==> config.mk <==
export PLATFORM = sky130hd
export DESIGN_NAME = high_side_fault_control
export DESIGN_NICKNAME = d
export VERILOG_FILES = /design/src/rtl/hs_fault_pkg.sv /design/src/rtl/high_side_fault_control.sv
export SDC_FILE = /design/constraint.sdc
export NUM_CORES = 1
export LEC_CHECK = 0
export BUFFER_PORTS_ARGS = -buffer_cell sky130_fd_sc_hd__buf_2
export CAP_MARGIN = 30
export CORE_UTILIZATION = 45
export DETAILED_ROUTE_END_ITERATION = 8
export PLACE_DENSITY = 0.67
export SYNTH_ARGS = -nofsm -noshare
export SYNTH_HDL_FRONTEND = slang
export SYNTH_SLANG_ARGS = --single-unit
==> constraint.sdc <==
create_clock -name clk -period 15.7 [get_ports clk]
set_input_delay 3.925 -clock clk [delete_from_list [all_inputs] [get_ports clk]]
set_output_delay 3.925 -clock clk [all_outputs]
set_load 0.01 [all_outputs]
==> src/rtl/hs_fault_pkg.sv <==
package hs_fault_pkg;
  localparam int CLK_PERIOD_NS = 4;
  // protection and switching times, ns
  localparam int T_DEGLITCH_NS  = 3_000;
  localparam int T_RESTART_NS   = 2_000_000;
  localparam int T_STANDBY_NS   = 17_000_000;
  localparam int T_ON_DELAY_NS  = 60_000;
  localparam int T_ON_DONE_NS   = 94_000;
  // sense settling limits, ns
  localparam int T_SNS_DIAG_NS  = 40_000;
  localparam int T_SNS_BOTH_NS  = 200_000;
  localparam int T_SNS_EN_NS    = 165_000;
  localparam int T_SNS_OFF_NS   = 20_000;
  localparam int T_SNS_STEP_NS  = 20_000;
  localparam int T_SNS_TOFF_NS  = 70_000;
  localparam int T_SNS_MUX_NS   = 60_000;
  localparam int T_SNS_FAULT_NS = 50_000;
  localparam int GLITCH_CYC = (T_DEGLITCH_NS + CLK_PERIOD_NS - 1) / CLK_PERIOD_NS;
  localparam int FOLDBACK_COUNT = 7;
  // pin vector positions
  localparam int PIN_EN    = 0;
  localparam int PIN_DIAG  = 1;
  localparam int PIN_SEL   = 2;
  localparam int PIN_HOLD  = 3;
  localparam int PIN_AHOT  = 4;
  localparam int PIN_ACOOL = 5;
  localparam int PIN_RHOT  = 6;
  localparam int PIN_OC    = 7;
  localparam int PIN_UVF   = 8;
  localparam int PIN_UVR   = 9;
  localparam int PIN_RBAD  = 10;
  localparam int PIN_STEP  = 11;
  localparam int NUM_PINS  = 12;
  // register map
  localparam logic [7:0] ADDR_CTRL  = 8'h00;
  localparam logic [7:0] ADDR_STAT  = 8'h04;
  localparam logic [7:0] ADDR_COUNT = 8'h08;
  localparam int CTRL_RANGE_BIT = 0;
  localparam int CTRL_INHIB_BIT = 1;
  localparam int ST_FAULT_BIT   = 0;
  localparam int ST_ABS_BIT     = 1;
  localparam int ST_REL_BIT     = 2;
  localparam int ST_OC_BIT      = 3;
  localparam int ST_UV_BIT      = 4;
  localparam int ST_STBY_BIT    = 5;
  localparam int ST_HALF_BIT    = 6;
  localparam int ST_INTL_BIT    = 7;
  localparam int ST_GATE_BIT    = 8;
  localparam int ST_DONE_BIT    = 9;
  localparam int ST_SETL_BIT    = 10;
  localparam int ST_FCNT_LSB    = 12;
  localparam int ST_STATE_LSB   = 16;
  localparam logic [1:0] RESP_OKAY   = 2'b00;
  localparam logic [1:0] RESP_SLVERR = 2'b10;

  typedef enum logic [3:0] {
    ST_OFF      = 4'b0000,
    ST_ON_DLY   = 4'b0001,
    ST_ON_RAMP  = 4'b0010,
    ST_ON       = 4'b0011,
    ST_OFF_DLY  = 4'b0100,
    ST_OFF_RAMP = 4'b0101,
    ST_FAULT    = 4'b0110,
    ST_UVLO     = 4'b0111,
    ST_STANDBY  = 4'b1000
  } sw_state_e;

  typedef enum logic [1:0] {
    SNS_INACTIVE = 2'b00,
    SNS_CURRENT  = 2'b01,
    SNS_TEMP     = 2'b10,
    SNS_FAULT    = 2'b11
  } sense_mode_e;
endpackage

==> src/rtl/high_side_fault_control.sv <==
`timescale 1ns/1ps
// Contract
// RULE1 - thermal or current-limit trip turns switch off, enters fault state
// RULE2 - in fault state sense output shows fault indication level
// RULE3 - leave fault only: hold low, restart wait done, faults cleared
// RULE4 - thermal fault on absolute limit or relative limit exceeded
// RULE5 - absolute fault clears by hysteresis, relative after restart wait
// RULE6 - current at limit threshold switches channel off, enters fault
// RULE7 - overcurrent must persist 3 us before counting as short
// RULE8 - high range only: seven consecutive faults halve current limit
// RULE9 - limit restored on standby or on clean on-off cycle
// RULE10 - bad limit resistor selects fixed internal limit
// RULE11 - undervoltage fall stops output stage, rise resumes
// RULE12 - host keeps enable low during slow supply ramp
// RULE13 - current sense settles in 40, 200 or 165 us by case
// RULE14 - sense goes inactive within 20 us of diag enable falling
// RULE15 - current sense settles 20 us after load step
// RULE16 - temperature sense settles 40 us switch on, 70 us off
// RULE17 - sense select change settles within 60 us
// RULE18 - output starts moving 20 to 100 us after enable edge
// RULE19 - output transition completes 39 to 235 us after edge
// RULE20 - restart wait lasts 1 to 3 ms
// RULE21 - fault level on sense within 50 us of shutdown
// RULE22 - standby 12 to 22 ms after both enables low
// RULE23 - no fault: select low reports current, high reports temperature
// RULE24 - fault counter counts shutdowns, saturates, clears on restore
// RULE25 - timers clocked internally, cleared during undervoltage
module high_side_fault_control
  import hs_fault_pkg::*;
#(
  parameter int unsigned RESTART_CYC = T_RESTART_NS / CLK_PERIOD_NS,
  parameter int unsigned STBY_CYC    = T_STANDBY_NS / CLK_PERIOD_NS,
  parameter int unsigned ON_DLY_CYC  = T_ON_DELAY_NS / CLK_PERIOD_NS,
  parameter int unsigned ON_DONE_CYC = T_ON_DONE_NS / CLK_PERIOD_NS,
  parameter int unsigned SNS_DIAG_CYC  = T_SNS_DIAG_NS / CLK_PERIOD_NS,
  parameter int unsigned SNS_BOTH_CYC  = T_SNS_BOTH_NS / CLK_PERIOD_NS,
  parameter int unsigned SNS_EN_CYC    = T_SNS_EN_NS / CLK_PERIOD_NS,
  parameter int unsigned SNS_OFF_CYC   = T_SNS_OFF_NS / CLK_PERIOD_NS,
  parameter int unsigned SNS_STEP_CYC  = T_SNS_STEP_NS / CLK_PERIOD_NS,
  parameter int unsigned SNS_TOFF_CYC  = T_SNS_TOFF_NS / CLK_PERIOD_NS,
  parameter int unsigned SNS_MUX_CYC   = T_SNS_MUX_NS / CLK_PERIOD_NS,
  parameter int unsigned SNS_FAULT_CYC = T_SNS_FAULT_NS / CLK_PERIOD_NS
) (
  // clock and reset
  input  wire logic        clk,
  input  wire logic        rst,
  input  wire logic        ce,
  // host control pins
  input  wire logic        enable,
  input  wire logic        diag_enable,
  input  wire logic        sense_select,
  input  wire logic        fault_hold,
  // analog comparators
  input  wire logic        abs_over_temp,
  input  wire logic        abs_cooled,
  input  wire logic        rel_over_temp,
  input  wire logic        over_current,
  input  wire logic        uv_fall,
  input  wire logic        uv_rise,
  input  wire logic        limit_set_bad,
  input  wire logic        load_step,
  // output stage
  output logic             gate_on,
  output logic             out_complete,
  output logic             fault_state,
  output logic             standby,
  output logic             current_limit_half,
  output logic             limit_internal,
  // sense multiplexer
  output logic [1:0]       sense_mode,
  output logic             sense_settled,
  // axi4-lite slave
  input  wire logic [7:0]  s_axi_awaddr,
  input  wire logic        s_axi_awvalid,
  output logic             s_axi_awready,
  input  wire logic [31:0] s_axi_wdata,
  input  wire logic [3:0]  s_axi_wstrb,
  input  wire logic        s_axi_wvalid,
  output logic             s_axi_wready,
  output logic [1:0]       s_axi_bresp,
  output logic             s_axi_bvalid,
  input  wire logic        s_axi_bready,
  input  wire logic [7:0]  s_axi_araddr,
  input  wire logic        s_axi_arvalid,
  output logic             s_axi_arready,
  output logic [31:0]      s_axi_rdata,
  output logic [1:0]       s_axi_rresp,
  output logic             s_axi_rvalid,
  input  wire logic        s_axi_rready
);
  localparam int SEQ_W  = $clog2(ON_DONE_CYC + 1);
  localparam int STBY_W = $clog2(STBY_CYC + 1);
  localparam int RTY_W  = $clog2(RESTART_CYC + 1);
  localparam int GL_W   = $clog2(GLITCH_CYC + 1);
  // longest case: both enables together
  localparam int SNS_W  = $clog2(SNS_BOTH_CYC + 1);

  typedef struct packed {
    logic [NUM_PINS-1:0] sync1;
    logic [NUM_PINS-1:0] sync2;
    logic [NUM_PINS-1:0] sync3;
    logic [NUM_PINS-1:0] pin;
    logic [NUM_PINS-1:0] prev;
    sw_state_e           state;
    logic [SEQ_W-1:0]    seq_cnt;
    logic [STBY_W-1:0]   stby_cnt;
    logic [RTY_W-1:0]    rty_cnt;
    logic                rty_done;
    logic [GL_W-1:0]     gl_cnt;
    logic                abs_flt;
    logic                rel_flt;
    logic                oc_flt;
    logic                uv;
    logic [2:0]          fcnt;
    logic                cyc_fault;
    logic                gate;
    logic                done;
    logic                half;
    logic                intl;
    sense_mode_e         mode;
    logic [SNS_W-1:0]    settle_cnt;
    logic                settled;
    logic                high_range;
    logic                inhibit;
    logic [15:0]         shutdowns;
    logic                bvalid;
    logic [1:0]          bresp;
    logic                rvalid;
    logic [1:0]          rresp;
    logic [31:0]         rdata;
  } state_s;

  state_s q, d;
  logic [NUM_PINS-1:0] pins_in;
  logic [NUM_PINS-1:0] agree;
  logic en_rise, diag_rise, diag_fall, sel_chg, step_rise;
  logic trip, oc_trip, fault_entry, aw_go, ar_go;
  logic [31:0] status;
  logic [SNS_W-1:0] sns_load;
  logic sns_ld;

  assign pins_in = {load_step, limit_set_bad, uv_rise, uv_fall, over_current,
                    rel_over_temp, abs_cooled, abs_over_temp, fault_hold,
                    sense_select, diag_enable, enable};
  assign agree = ~(q.sync2 ^ q.sync3);

  assign en_rise   = q.pin[PIN_EN] & ~q.prev[PIN_EN];
  assign diag_rise = q.pin[PIN_DIAG] & ~q.prev[PIN_DIAG];
  assign diag_fall = ~q.pin[PIN_DIAG] & q.prev[PIN_DIAG];
  assign sel_chg   = q.pin[PIN_SEL] ^ q.prev[PIN_SEL];
  assign step_rise = q.pin[PIN_STEP] & ~q.prev[PIN_STEP];

  assign aw_go = s_axi_awvalid & s_axi_wvalid & ~q.bvalid;
  assign ar_go = s_axi_arvalid & ~q.rvalid;

  always_comb begin
    status = '0;
    status[ST_FAULT_BIT] = (q.state == ST_FAULT);
    status[ST_ABS_BIT]   = q.abs_flt;
    status[ST_REL_BIT]   = q.rel_flt;
    status[ST_OC_BIT]    = q.oc_flt;
    status[ST_UV_BIT]    = q.uv;
    status[ST_STBY_BIT]  = (q.state == ST_STANDBY);
    status[ST_HALF_BIT]  = q.half;
    status[ST_INTL_BIT]  = q.intl;
    status[ST_GATE_BIT]  = q.gate;
    status[ST_DONE_BIT]  = q.done;
    status[ST_SETL_BIT]  = q.settled;
    status[ST_FCNT_LSB +: 3]  = q.fcnt;
    status[ST_STATE_LSB +: 4] = q.state;
  end

  always_comb begin
    d = q;
    fault_entry = 1'b0;
    sns_ld = 1'b0;
    sns_load = '0;
    // 3-stage sync; change taken when stages 2 and 3 agree
    d.sync1 = pins_in;
    d.sync2 = q.sync1;
    d.sync3 = q.sync2;
    d.pin   = (q.pin & ~agree) | (q.sync3 & agree);
    d.prev  = q.pin;

    // supply monitor, fall wins when both seen
    if (q.pin[PIN_UVR]) d.uv = 1'b0; // RULE11
    if (q.pin[PIN_UVF]) d.uv = 1'b1; // RULE11

    // thermal flags; a new trip wins over a same-cycle clear
    if (q.pin[PIN_ACOOL]) d.abs_flt = 1'b0; // RULE5
    if (q.state == ST_FAULT && q.rty_done) d.rel_flt = 1'b0; // RULE5
    if (q.pin[PIN_AHOT]) d.abs_flt = 1'b1; // RULE4
    if (q.pin[PIN_RHOT]) d.rel_flt = 1'b1; // RULE4

    // overcurrent deglitch, only while the stage drives
    if (q.gate && q.pin[PIN_OC]) begin
      if (q.gl_cnt != GL_W'(GLITCH_CYC)) d.gl_cnt = q.gl_cnt + 1'b1; // RULE7
    end else begin
      d.gl_cnt = '0;
    end
    oc_trip = q.gate && q.pin[PIN_OC] && (q.gl_cnt == GL_W'(GLITCH_CYC - 1)); // RULE7
    if (q.state == ST_FAULT && !q.pin[PIN_OC]) d.oc_flt = 1'b0;
    if (oc_trip) d.oc_flt = 1'b1; // RULE6
    trip = q.pin[PIN_AHOT] | q.pin[PIN_RHOT] | oc_trip; // RULE1

    if (q.seq_cnt != SEQ_W'(ON_DONE_CYC)) d.seq_cnt = q.seq_cnt + 1'b1;

    unique case (q.state)
      ST_UVLO: begin
        d.gate = 1'b0;
        d.done = 1'b0;
        if (!q.uv) d.state = ST_OFF; // RULE11
      end
      ST_STANDBY: begin
        if (q.pin[PIN_EN] || q.pin[PIN_DIAG]) d.state = ST_OFF;
      end
      ST_OFF: begin
        d.gate = 1'b0;
        d.done = 1'b0;
        if (q.pin[PIN_EN] && !q.inhibit) begin
          d.state = ST_ON_DLY;
          d.seq_cnt = '0;
          d.cyc_fault = 1'b0;
          d.stby_cnt = '0;
        end else if (!q.pin[PIN_EN] && !q.pin[PIN_DIAG]) begin
          d.stby_cnt = q.stby_cnt + 1'b1;
          if (q.stby_cnt == STBY_W'(STBY_CYC - 1)) begin // RULE22
            d.state = ST_STANDBY;
            d.stby_cnt = '0;
            d.fcnt = '0; // RULE9
          end
        end else begin
          d.stby_cnt = '0;
        end
      end
      ST_ON_DLY: begin
        if (!q.pin[PIN_EN] || q.inhibit) begin
          d.state = ST_OFF;
        end else if (q.seq_cnt == SEQ_W'(ON_DLY_CYC - 1)) begin
          d.gate = 1'b1; // RULE18
          d.state = ST_ON_RAMP;
        end
      end
      ST_ON_RAMP: begin
        if (!q.pin[PIN_EN] || q.inhibit) begin
          d.state = ST_OFF_DLY;
          d.seq_cnt = '0;
        end else if (q.seq_cnt == SEQ_W'(ON_DONE_CYC - 1)) begin
          d.done = 1'b1; // RULE19
          d.state = ST_ON;
        end
      end
      ST_ON: begin
        if (!q.pin[PIN_EN] || q.inhibit) begin
          d.state = ST_OFF_DLY;
          d.seq_cnt = '0;
        end
      end
      ST_OFF_DLY: begin
        if (q.seq_cnt == SEQ_W'(ON_DLY_CYC - 1)) begin
          d.gate = 1'b0; // RULE18
          d.state = ST_OFF_RAMP;
        end
      end
      ST_OFF_RAMP: begin
        if (q.seq_cnt == SEQ_W'(ON_DONE_CYC - 1)) begin
          d.done = 1'b0; // RULE19
          d.state = ST_OFF;
          if (!q.cyc_fault) d.fcnt = '0; // RULE9 RULE24
        end
      end
      ST_FAULT: begin
        d.gate = 1'b0;
        d.done = 1'b0;
        if (!q.rty_done) begin
          d.rty_cnt = q.rty_cnt + 1'b1;
          if (q.rty_cnt == RTY_W'(RESTART_CYC - 1)) d.rty_done = 1'b1; // RULE20
        end
        // release once nothing holds it
        if (!q.pin[PIN_HOLD] && q.rty_done && !q.abs_flt && !q.rel_flt
            && !q.oc_flt) begin // RULE3
          d.seq_cnt = '0;
          d.state = (q.pin[PIN_EN] && !q.inhibit) ? ST_ON_DLY : ST_OFF;
        end
      end
      default: begin
        d.state = ST_OFF;
        d.gate = 1'b0;
        d.done = 1'b0;
      end
    endcase

    if (trip && q.state != ST_FAULT && q.state != ST_UVLO) begin
      fault_entry = 1'b1;
      d.state = ST_FAULT; // RULE1 RULE6
      d.gate = 1'b0;
      d.done = 1'b0;
      d.rty_cnt = '0;
      d.rty_done = 1'b0;
      d.cyc_fault = 1'b1;
      d.shutdowns = q.shutdowns + 1'b1;
      if (q.fcnt != 3'(FOLDBACK_COUNT)) d.fcnt = q.fcnt + 1'b1; // RULE24
    end

    // undervoltage wins and clears the timers
    if (q.uv) begin
      d.state = ST_UVLO; // RULE11
      d.gate = 1'b0;
      d.done = 1'b0;
      d.seq_cnt = '0; // RULE25
      d.stby_cnt = '0; // RULE25
      d.rty_cnt = '0; // RULE25
      d.rty_done = 1'b0;
      d.gl_cnt = '0; // RULE25
      fault_entry = 1'b0;
    end

    d.half = q.high_range && (d.fcnt == 3'(FOLDBACK_COUNT)); // RULE8
    d.intl = q.pin[PIN_RBAD]; // RULE10

    // sense multiplexer
    if (!q.pin[PIN_DIAG]) d.mode = SNS_INACTIVE; // RULE14
    else if (d.state == ST_FAULT) d.mode = SNS_FAULT; // RULE2
    else if (q.pin[PIN_SEL]) d.mode = SNS_TEMP; // RULE23
    else d.mode = SNS_CURRENT; // RULE23

    if (diag_fall) begin
      sns_ld = 1'b1;
      sns_load = SNS_W'(SNS_OFF_CYC); // RULE14
    end else if (fault_entry && q.pin[PIN_DIAG]) begin
      sns_ld = 1'b1;
      sns_load = SNS_W'(SNS_FAULT_CYC); // RULE21
    end else if (sel_chg && q.pin[PIN_DIAG]) begin
      sns_ld = 1'b1;
      sns_load = SNS_W'(SNS_MUX_CYC); // RULE17
    end else if (diag_rise && q.pin[PIN_SEL]) begin
      sns_ld = 1'b1;
      sns_load = q.gate ? SNS_W'(SNS_DIAG_CYC) : SNS_W'(SNS_TOFF_CYC); // RULE16
    end else if (diag_rise) begin
      sns_ld = 1'b1;
      sns_load = en_rise ? SNS_W'(SNS_BOTH_CYC) : SNS_W'(SNS_DIAG_CYC); // RULE13
    end else if (en_rise && q.pin[PIN_DIAG] && !q.pin[PIN_SEL]) begin
      sns_ld = 1'b1;
      sns_load = SNS_W'(SNS_EN_CYC); // RULE13
    end else if (step_rise && q.pin[PIN_DIAG] && !q.pin[PIN_SEL] && q.done) begin
      sns_ld = 1'b1;
      sns_load = SNS_W'(SNS_STEP_CYC); // RULE15
    end
    // settled only at the guaranteed limit
    if (sns_ld) d.settle_cnt = sns_load;
    else if (q.settle_cnt != '0) d.settle_cnt = q.settle_cnt - 1'b1;
    d.settled = (d.settle_cnt == '0);

    // register write
    if (aw_go) begin
      d.bvalid = 1'b1;
      d.bresp = RESP_OKAY;
      if (s_axi_awaddr == ADDR_CTRL) begin
        if (s_axi_wstrb[0]) begin
          d.high_range = s_axi_wdata[CTRL_RANGE_BIT];
          d.inhibit = s_axi_wdata[CTRL_INHIB_BIT];
        end
      end else if (s_axi_awaddr != ADDR_STAT && s_axi_awaddr != ADDR_COUNT) begin
        d.bresp = RESP_SLVERR;
      end
    end else if (q.bvalid && s_axi_bready) begin
      d.bvalid = 1'b0;
    end

    // register read
    if (ar_go) begin
      d.rvalid = 1'b1;
      d.rresp = RESP_OKAY;
      d.rdata = '0;
      if (s_axi_araddr == ADDR_CTRL) begin
        d.rdata[CTRL_RANGE_BIT] = q.high_range;
        d.rdata[CTRL_INHIB_BIT] = q.inhibit;
      end else if (s_axi_araddr == ADDR_STAT) begin
        d.rdata = status;
      end else if (s_axi_araddr == ADDR_COUNT) begin
        d.rdata[15:0] = q.shutdowns;
      end else begin
        d.rresp = RESP_SLVERR;
      end
    end else if (q.rvalid && s_axi_rready) begin
      d.rvalid = 1'b0;
    end
  end

  // one register for all state; ce low freezes the lot
  always_ff @(posedge clk or posedge rst) begin
    if (rst) begin
      q <= '0;
    end else if (ce) begin
      q <= d;
    end
  end

  assign gate_on            = q.gate;
  assign out_complete       = q.done;
  assign fault_state        = (q.state == ST_FAULT);
  assign standby            = (q.state == ST_STANDBY);
  assign current_limit_half = q.half;
  assign limit_internal     = q.intl;
  assign sense_mode         = q.mode;
  assign sense_settled      = q.settled;
  assign s_axi_awready      = aw_go;
  assign s_axi_wready       = aw_go;
  assign s_axi_bvalid       = q.bvalid;
  assign s_axi_bresp        = q.bresp;
  assign s_axi_arready      = ar_go;
  assign s_axi_rvalid       = q.rvalid;
  assign s_axi_rresp        = q.rresp;
  assign s_axi_rdata        = q.rdata;
endmodule

* Yosys cells after proc, flatten, opt, wreduce, memory -nomap -nowiden
Cells that the tools add are included.
** Operators by class
- Equality and inequality tests :: 33
- Reduce and logical (&&, ||, !) cells :: 69
- Bitwise gates (word level) :: 22
- Add/sub/neg operators :: 7
- Multiplexer cells :: 93
** Operator list (number)
- 16-bit two-way mux :: 11
- 23-bit two-way mux :: 4
- 72-bit two-way mux :: 1
- 15-bit two-way mux :: 4
- 20-bit two-way mux :: 3
- 15-bit one-hot mux with 4 select lines :: 1
- 4-bit two-way mux :: 12
- 19-bit two-way mux :: 2
- 32-bit two-way mux :: 1
- 4-bit one-hot mux with 8 select lines :: 1
- 1-bit two-way mux :: 31
- 12-bit AND :: 2
- 1-bit logical AND :: 24
- 4-bit inequality test, second input constant :: 6
- 12-bit NOT :: 2
- 2-bit AND reduction :: 12
- 23-bit by 1-bit adder with 23-bit output, second input constant :: 1
- 23-bit equality test, second input constant :: 1
- 10-bit two-way mux :: 2
- 19-bit by 1-bit adder with 19-bit output, second input constant :: 1
- 19-bit equality test, second input constant :: 1
- 2-bit two-way mux :: 9
- 3-bit two-way mux :: 6
- 2-bit nonzero test :: 9
- other kinds (44) :: 77
** Storage, ports and cells
- Output and inout bits :: 50
- Word-level logic and storage cells :: 256
- Flip-flop bits (word level) :: 219

* Logic depth before layout (Yosys ltp)
- Depth in word-level cells :: 14
- Mapped depth :: 10

* Least setup slack after synthesis
No wires, ideal clock.
- Kind :: input to output
- Start point :: input port s_axi_awvalid
- End point :: output port s_axi_wready
- Required time :: 11.775 ns
- Buffers on the path :: 1
- Setup slack :: 7.416 ns
- Stages :: 3
- Arrival time :: 4.359 ns
- Cells stage by stage :: nand2_1 -> nor2_1 -> buf_4
** Between the ends
- Longest elaborated chain between the ends :: 2
** Ends and longest elaborated chain
- start: declaration :: line high_side_fault_control.sv:74 : input wire logic s_axi_awvalid,
- 1-bit AND (2 in series) :: line high_side_fault_control.sv:153 : assign aw_go = s_axi_awvalid & s_axi_wvalid & ~q.bvalid;
- end: declaration :: line high_side_fault_control.sv:79 : output logic s_axi_wready,
No other way between the ends.

* Final worst setup path
- Start point :: input port s_axi_awvalid
- End point :: output port s_axi_awready
** Between the ends
- Longest elaborated chain between the ends :: 2
** Ends and longest elaborated chain
- 1-bit AND (2 in series) :: line high_side_fault_control.sv:153
- end: declaration :: line high_side_fault_control.sv:75 : output logic s_axi_awready,
No other way between the ends.

==> flow_summary_export.csv <==
group,metric,value,unit
outcome,outcome,"complete, no violations",
final_layout,seq_area,4930,µm²
route,drtIter0Drc,597,
route,post_drt_wl_per_cell,15.4,µm
cts,cts_max_path_buffers,2,
final_layout,drive_above_1_share,0.149,
grt,grt_pass1_wl,37.5,mm
worst_setup_path,crit_type,"primary input to output port",
synth,synth_cell_type_count,78,
route,final_antenna_net_count,0,
final_layout,diodes,0,
synth,ys_seq_area_frac,0.472,
timing,period_share,0.529,
route,dr_total_vias,8094,
final_layout,multiInputGateArea,4920,µm²
timing,max_freq,120,MHz
route,first_pass_iters,5,
cts,numCtsBuffers,17,
pwr,power_density,135,nW/µm²
synth,ys_ff_latch,197,
worst_setup_path,r2r-end,"sense_settled$_DFFE_PP0P_",
cts,cts_max_level,4,
timing,slew_viol_final,0,
pwr,comb_power_share,0.267,
synth,synthTopCellsByArea,"dfrtp_1 47%, o21ai_0 5.6%, nand2_1 5.0%, mux2_2 3.9%, nor2_1 3.6%",
cts,clockRootBuffer,"clkbuf_16",
floorplan,initial_core_util,0.459,
synth,yosysMostFrequentCell,"dfrtp_1",
final_layout,nNetsFinal,1236,
pwr,power_switching,562,µW
synth,synth_ff_type,"dfrtp_1",
place,portBuffers,74,
place,placed_area,10800,µm²
worst_setup_path,worst_setup_path_end_kind,"output port",
worst_setup_path,cp-start-kind,"primary input",
synth,postSynthAreaPerCell,9.29,µm²
min_path,min_from,"q[53]$_DFFE_PP0P_",
synth,synth_common_cells,"197 x dfrtp_1, 139 x nand2_1, 116 x o21ai_0, 100 x nor2_1, 56 x a21oi_1",
synth,synth_top_area_cell,"dfrtp_1",
final_layout,syn2layout_area_growth,8.98,%
worst_setup_path,cp_cell_sequence,"buf_2 -> nand2_1 -> nor2_1 -> buf_2",
place,post-place-ws,7.40,ns
cts,clk_latency,0.43,ns
grt,grt.overflow.total,0,
cts,post_cts_buffers,0,
synth,synth_edf_count,0,
min_path,min_path_type,"flip-flop to flip-flop",
floorplan,dieArea,23800,µm²
timing,setup_viol,0,
min_path,min_to,"q[53]$_DFFE_PP0P_",
pwr,swShare,0.366,
pwr,clockPowerShare,0.282,
timing,layout_setup_ws,7.40,ns
cts,clkSinkCount,197,
pwr,peakVddDrop,0.0000683,V
grt,antenna_found_initial,0,
worst_setup_path,crit_path_frequent_cell,"buf_2",
cts,postCtsHoldBufs,0,
floorplan,rows,55,
worst_setup_path,worst-r2r-cell-count,9,
synth,yosysTopAreaCellShare,0.472,
worst_setup_path,crit_path_top_delay_cell,"buf_2",
route,drt_wl_total,22.4,mm
pwr,power_frac_seq,0.451,
final_layout,design_area,11400,µm²
grt,grt_max_degree,126,
place,place_hpwl,15.2,mm
synth,ys_warn_count,0,
pwr,p_int,972,µW
grt,grt_pass1_vias,7619,
floorplan,io_pins,122,
route,vias_per_cell,5.59,
route,drc,0,
synth,syn_area,10400,µm²
timing,worst_pin_slew,0.914,ns
worst_setup_path,crit_path_max_incr_delay,0.17,ns
timing,clock_skew,0.00875,ns
floorplan,die_w,154,µm
final_layout,fillers,2098,
synth,syn_inst,1123,
grt,grt.total_usage,0.193,
final_layout,post-route-util,0.501,
flow_run,maxCapViolCount,0,
cts,tritoncts,"built",
timing,fin_crit,8.30,ns
pwr,p_leak,0.00501,µW
timing,slew_headroom,0.391,
worst_setup_path,crit_required,11.77,ns
cts,ctsResizeCount,0,
worst_setup_path,critPathMaxFanout,3,
place,place.gp.congestion,0.831,
worst_setup_path,reg2reg_slack,12.77,ns
timing,hold_violations,0,
floorplan,die_height,154,µm
worst_setup_path,cp.arrival,4.38,ns
min_path,hold_depth,1,
floorplan,core,22700,µm²
worst_setup_path,r2r-start,"q[57]$_DFFE_PP0P_",
synth,async_flop_share,1.00,
timing,rsz0062_at_grt,"false",
timing,setup-tns-final,0,ns
cts,clk_pin_slew_worst_paths,0.07,ns
[state kept, by name, summed over array words and instances (netlist names), named ones only]
name	count
current_limit_half	1
d	24
gate_on	1
out_complete	1
q	131
s_axi_bresp	1
s_axi_bvalid	1
s_axi_rdata	20
s_axi_rresp	1
s_axi_rvalid	1
sense_mode	2
sense_settled	1
[kinds of logic (layout without fill, tap and decap cells)]
| kind of cell | Yosys count | after routing | share of synthesized area |
|---|---|---|---|
| other | 1 | 14 | 0.000359 |
| AO/OA/AOI/OAI | 255 | 255 | 0.148 |
| flip-flops | 197 | 197 | 0.472 |
| AND/OR/NAND/NOR | 434 | 434 | 0.209 |
| XOR/XNOR | 61 | 61 | 0.0512 |
| buffers and inverters | 123 | 151 | 0.0612 |
| multiplexers | 40 | 40 | 0.0427 |
| adder cells (fa/ha/maj) | 12 | 12 | 0.0144 |
[layout make-up]
type,instances,area share
multi-input combinational,816,0.433
sequential,197,0.434
tap,285,0.0314
inverter,38,0.0132
clock buffer,18,0.0386
timing repair buffer,82,0.0384
clock inverter,13,0.0122
[how the worst max path moves through the flow]
stage | slack (ns) | start | cells past startpoint | end
after floorplan | 6.41 | rst | 1 | async pin
after global placement | 7.42 | s_axi_awvalid | 4 | s_axi_wready
after detailed placement | 7.40 | s_axi_awvalid | 4 | s_axi_awready
after CTS | 7.40 | s_axi_awvalid | 4 | s_axi_awready
after global routing | 7.31 | s_axi_awvalid | 4 | s_axi_wready
final | 7.40 | s_axi_awvalid | 4 | s_axi_awready
[critical path: cells and delay by family]
kind	cells	cell delay [ns]
buffers and inverters	2	0.25
and+or+nand+nor	2	0.20
[power by group through the flow]
stage	Sequential, µW	Clock, µW	Combinational [µW]
finish	692	432	410
floorplan	651	0	347
detailed placement	700	0	406
global route	707	460	462
CTS	691	442	408
global placement	697	0	399
[layout by cell type, fill, tap and decap left out, drive strengths merged, types with 14 or more instances in the layout]
master and n:
and3 26, xor2 37, clkbuf 18, dfrtp 197, conb 14, nor4 19
nand3 48, nor2 100, xnor2 24, mux2 36, inv 43, nand2 139
o31ai 14, o21ai 120, a21oi 57, nor3 24, nand4 16, buf 82
[routing by layer]
| metal | global-route usage | vias up | routed length (µm) |
|---|---|---|---|
| met5 | 0 | - | 0 |
| met4 | 0.0608 | 0 | 385 |
| met3 | 0.0300 | 25 | 727 |
| met2 | 0.309 | 172 | 10300 |
| met1 | 0.271 | 3933 | 11000 |
| li1 | - | 3964 | - |
[per-stage QoR]
stage	cells	total power (µW)	hold WS (ns)
floorplan	1136	999	0.441
global placement	1417	1100	0.457
detailed placement	1418	1110	0.463
CTS	1449	1540	0.476
global route	1449	1630	0.494
finish	1449	1530	0.471
Note: power is estimated with default switching activity, not from simulation.
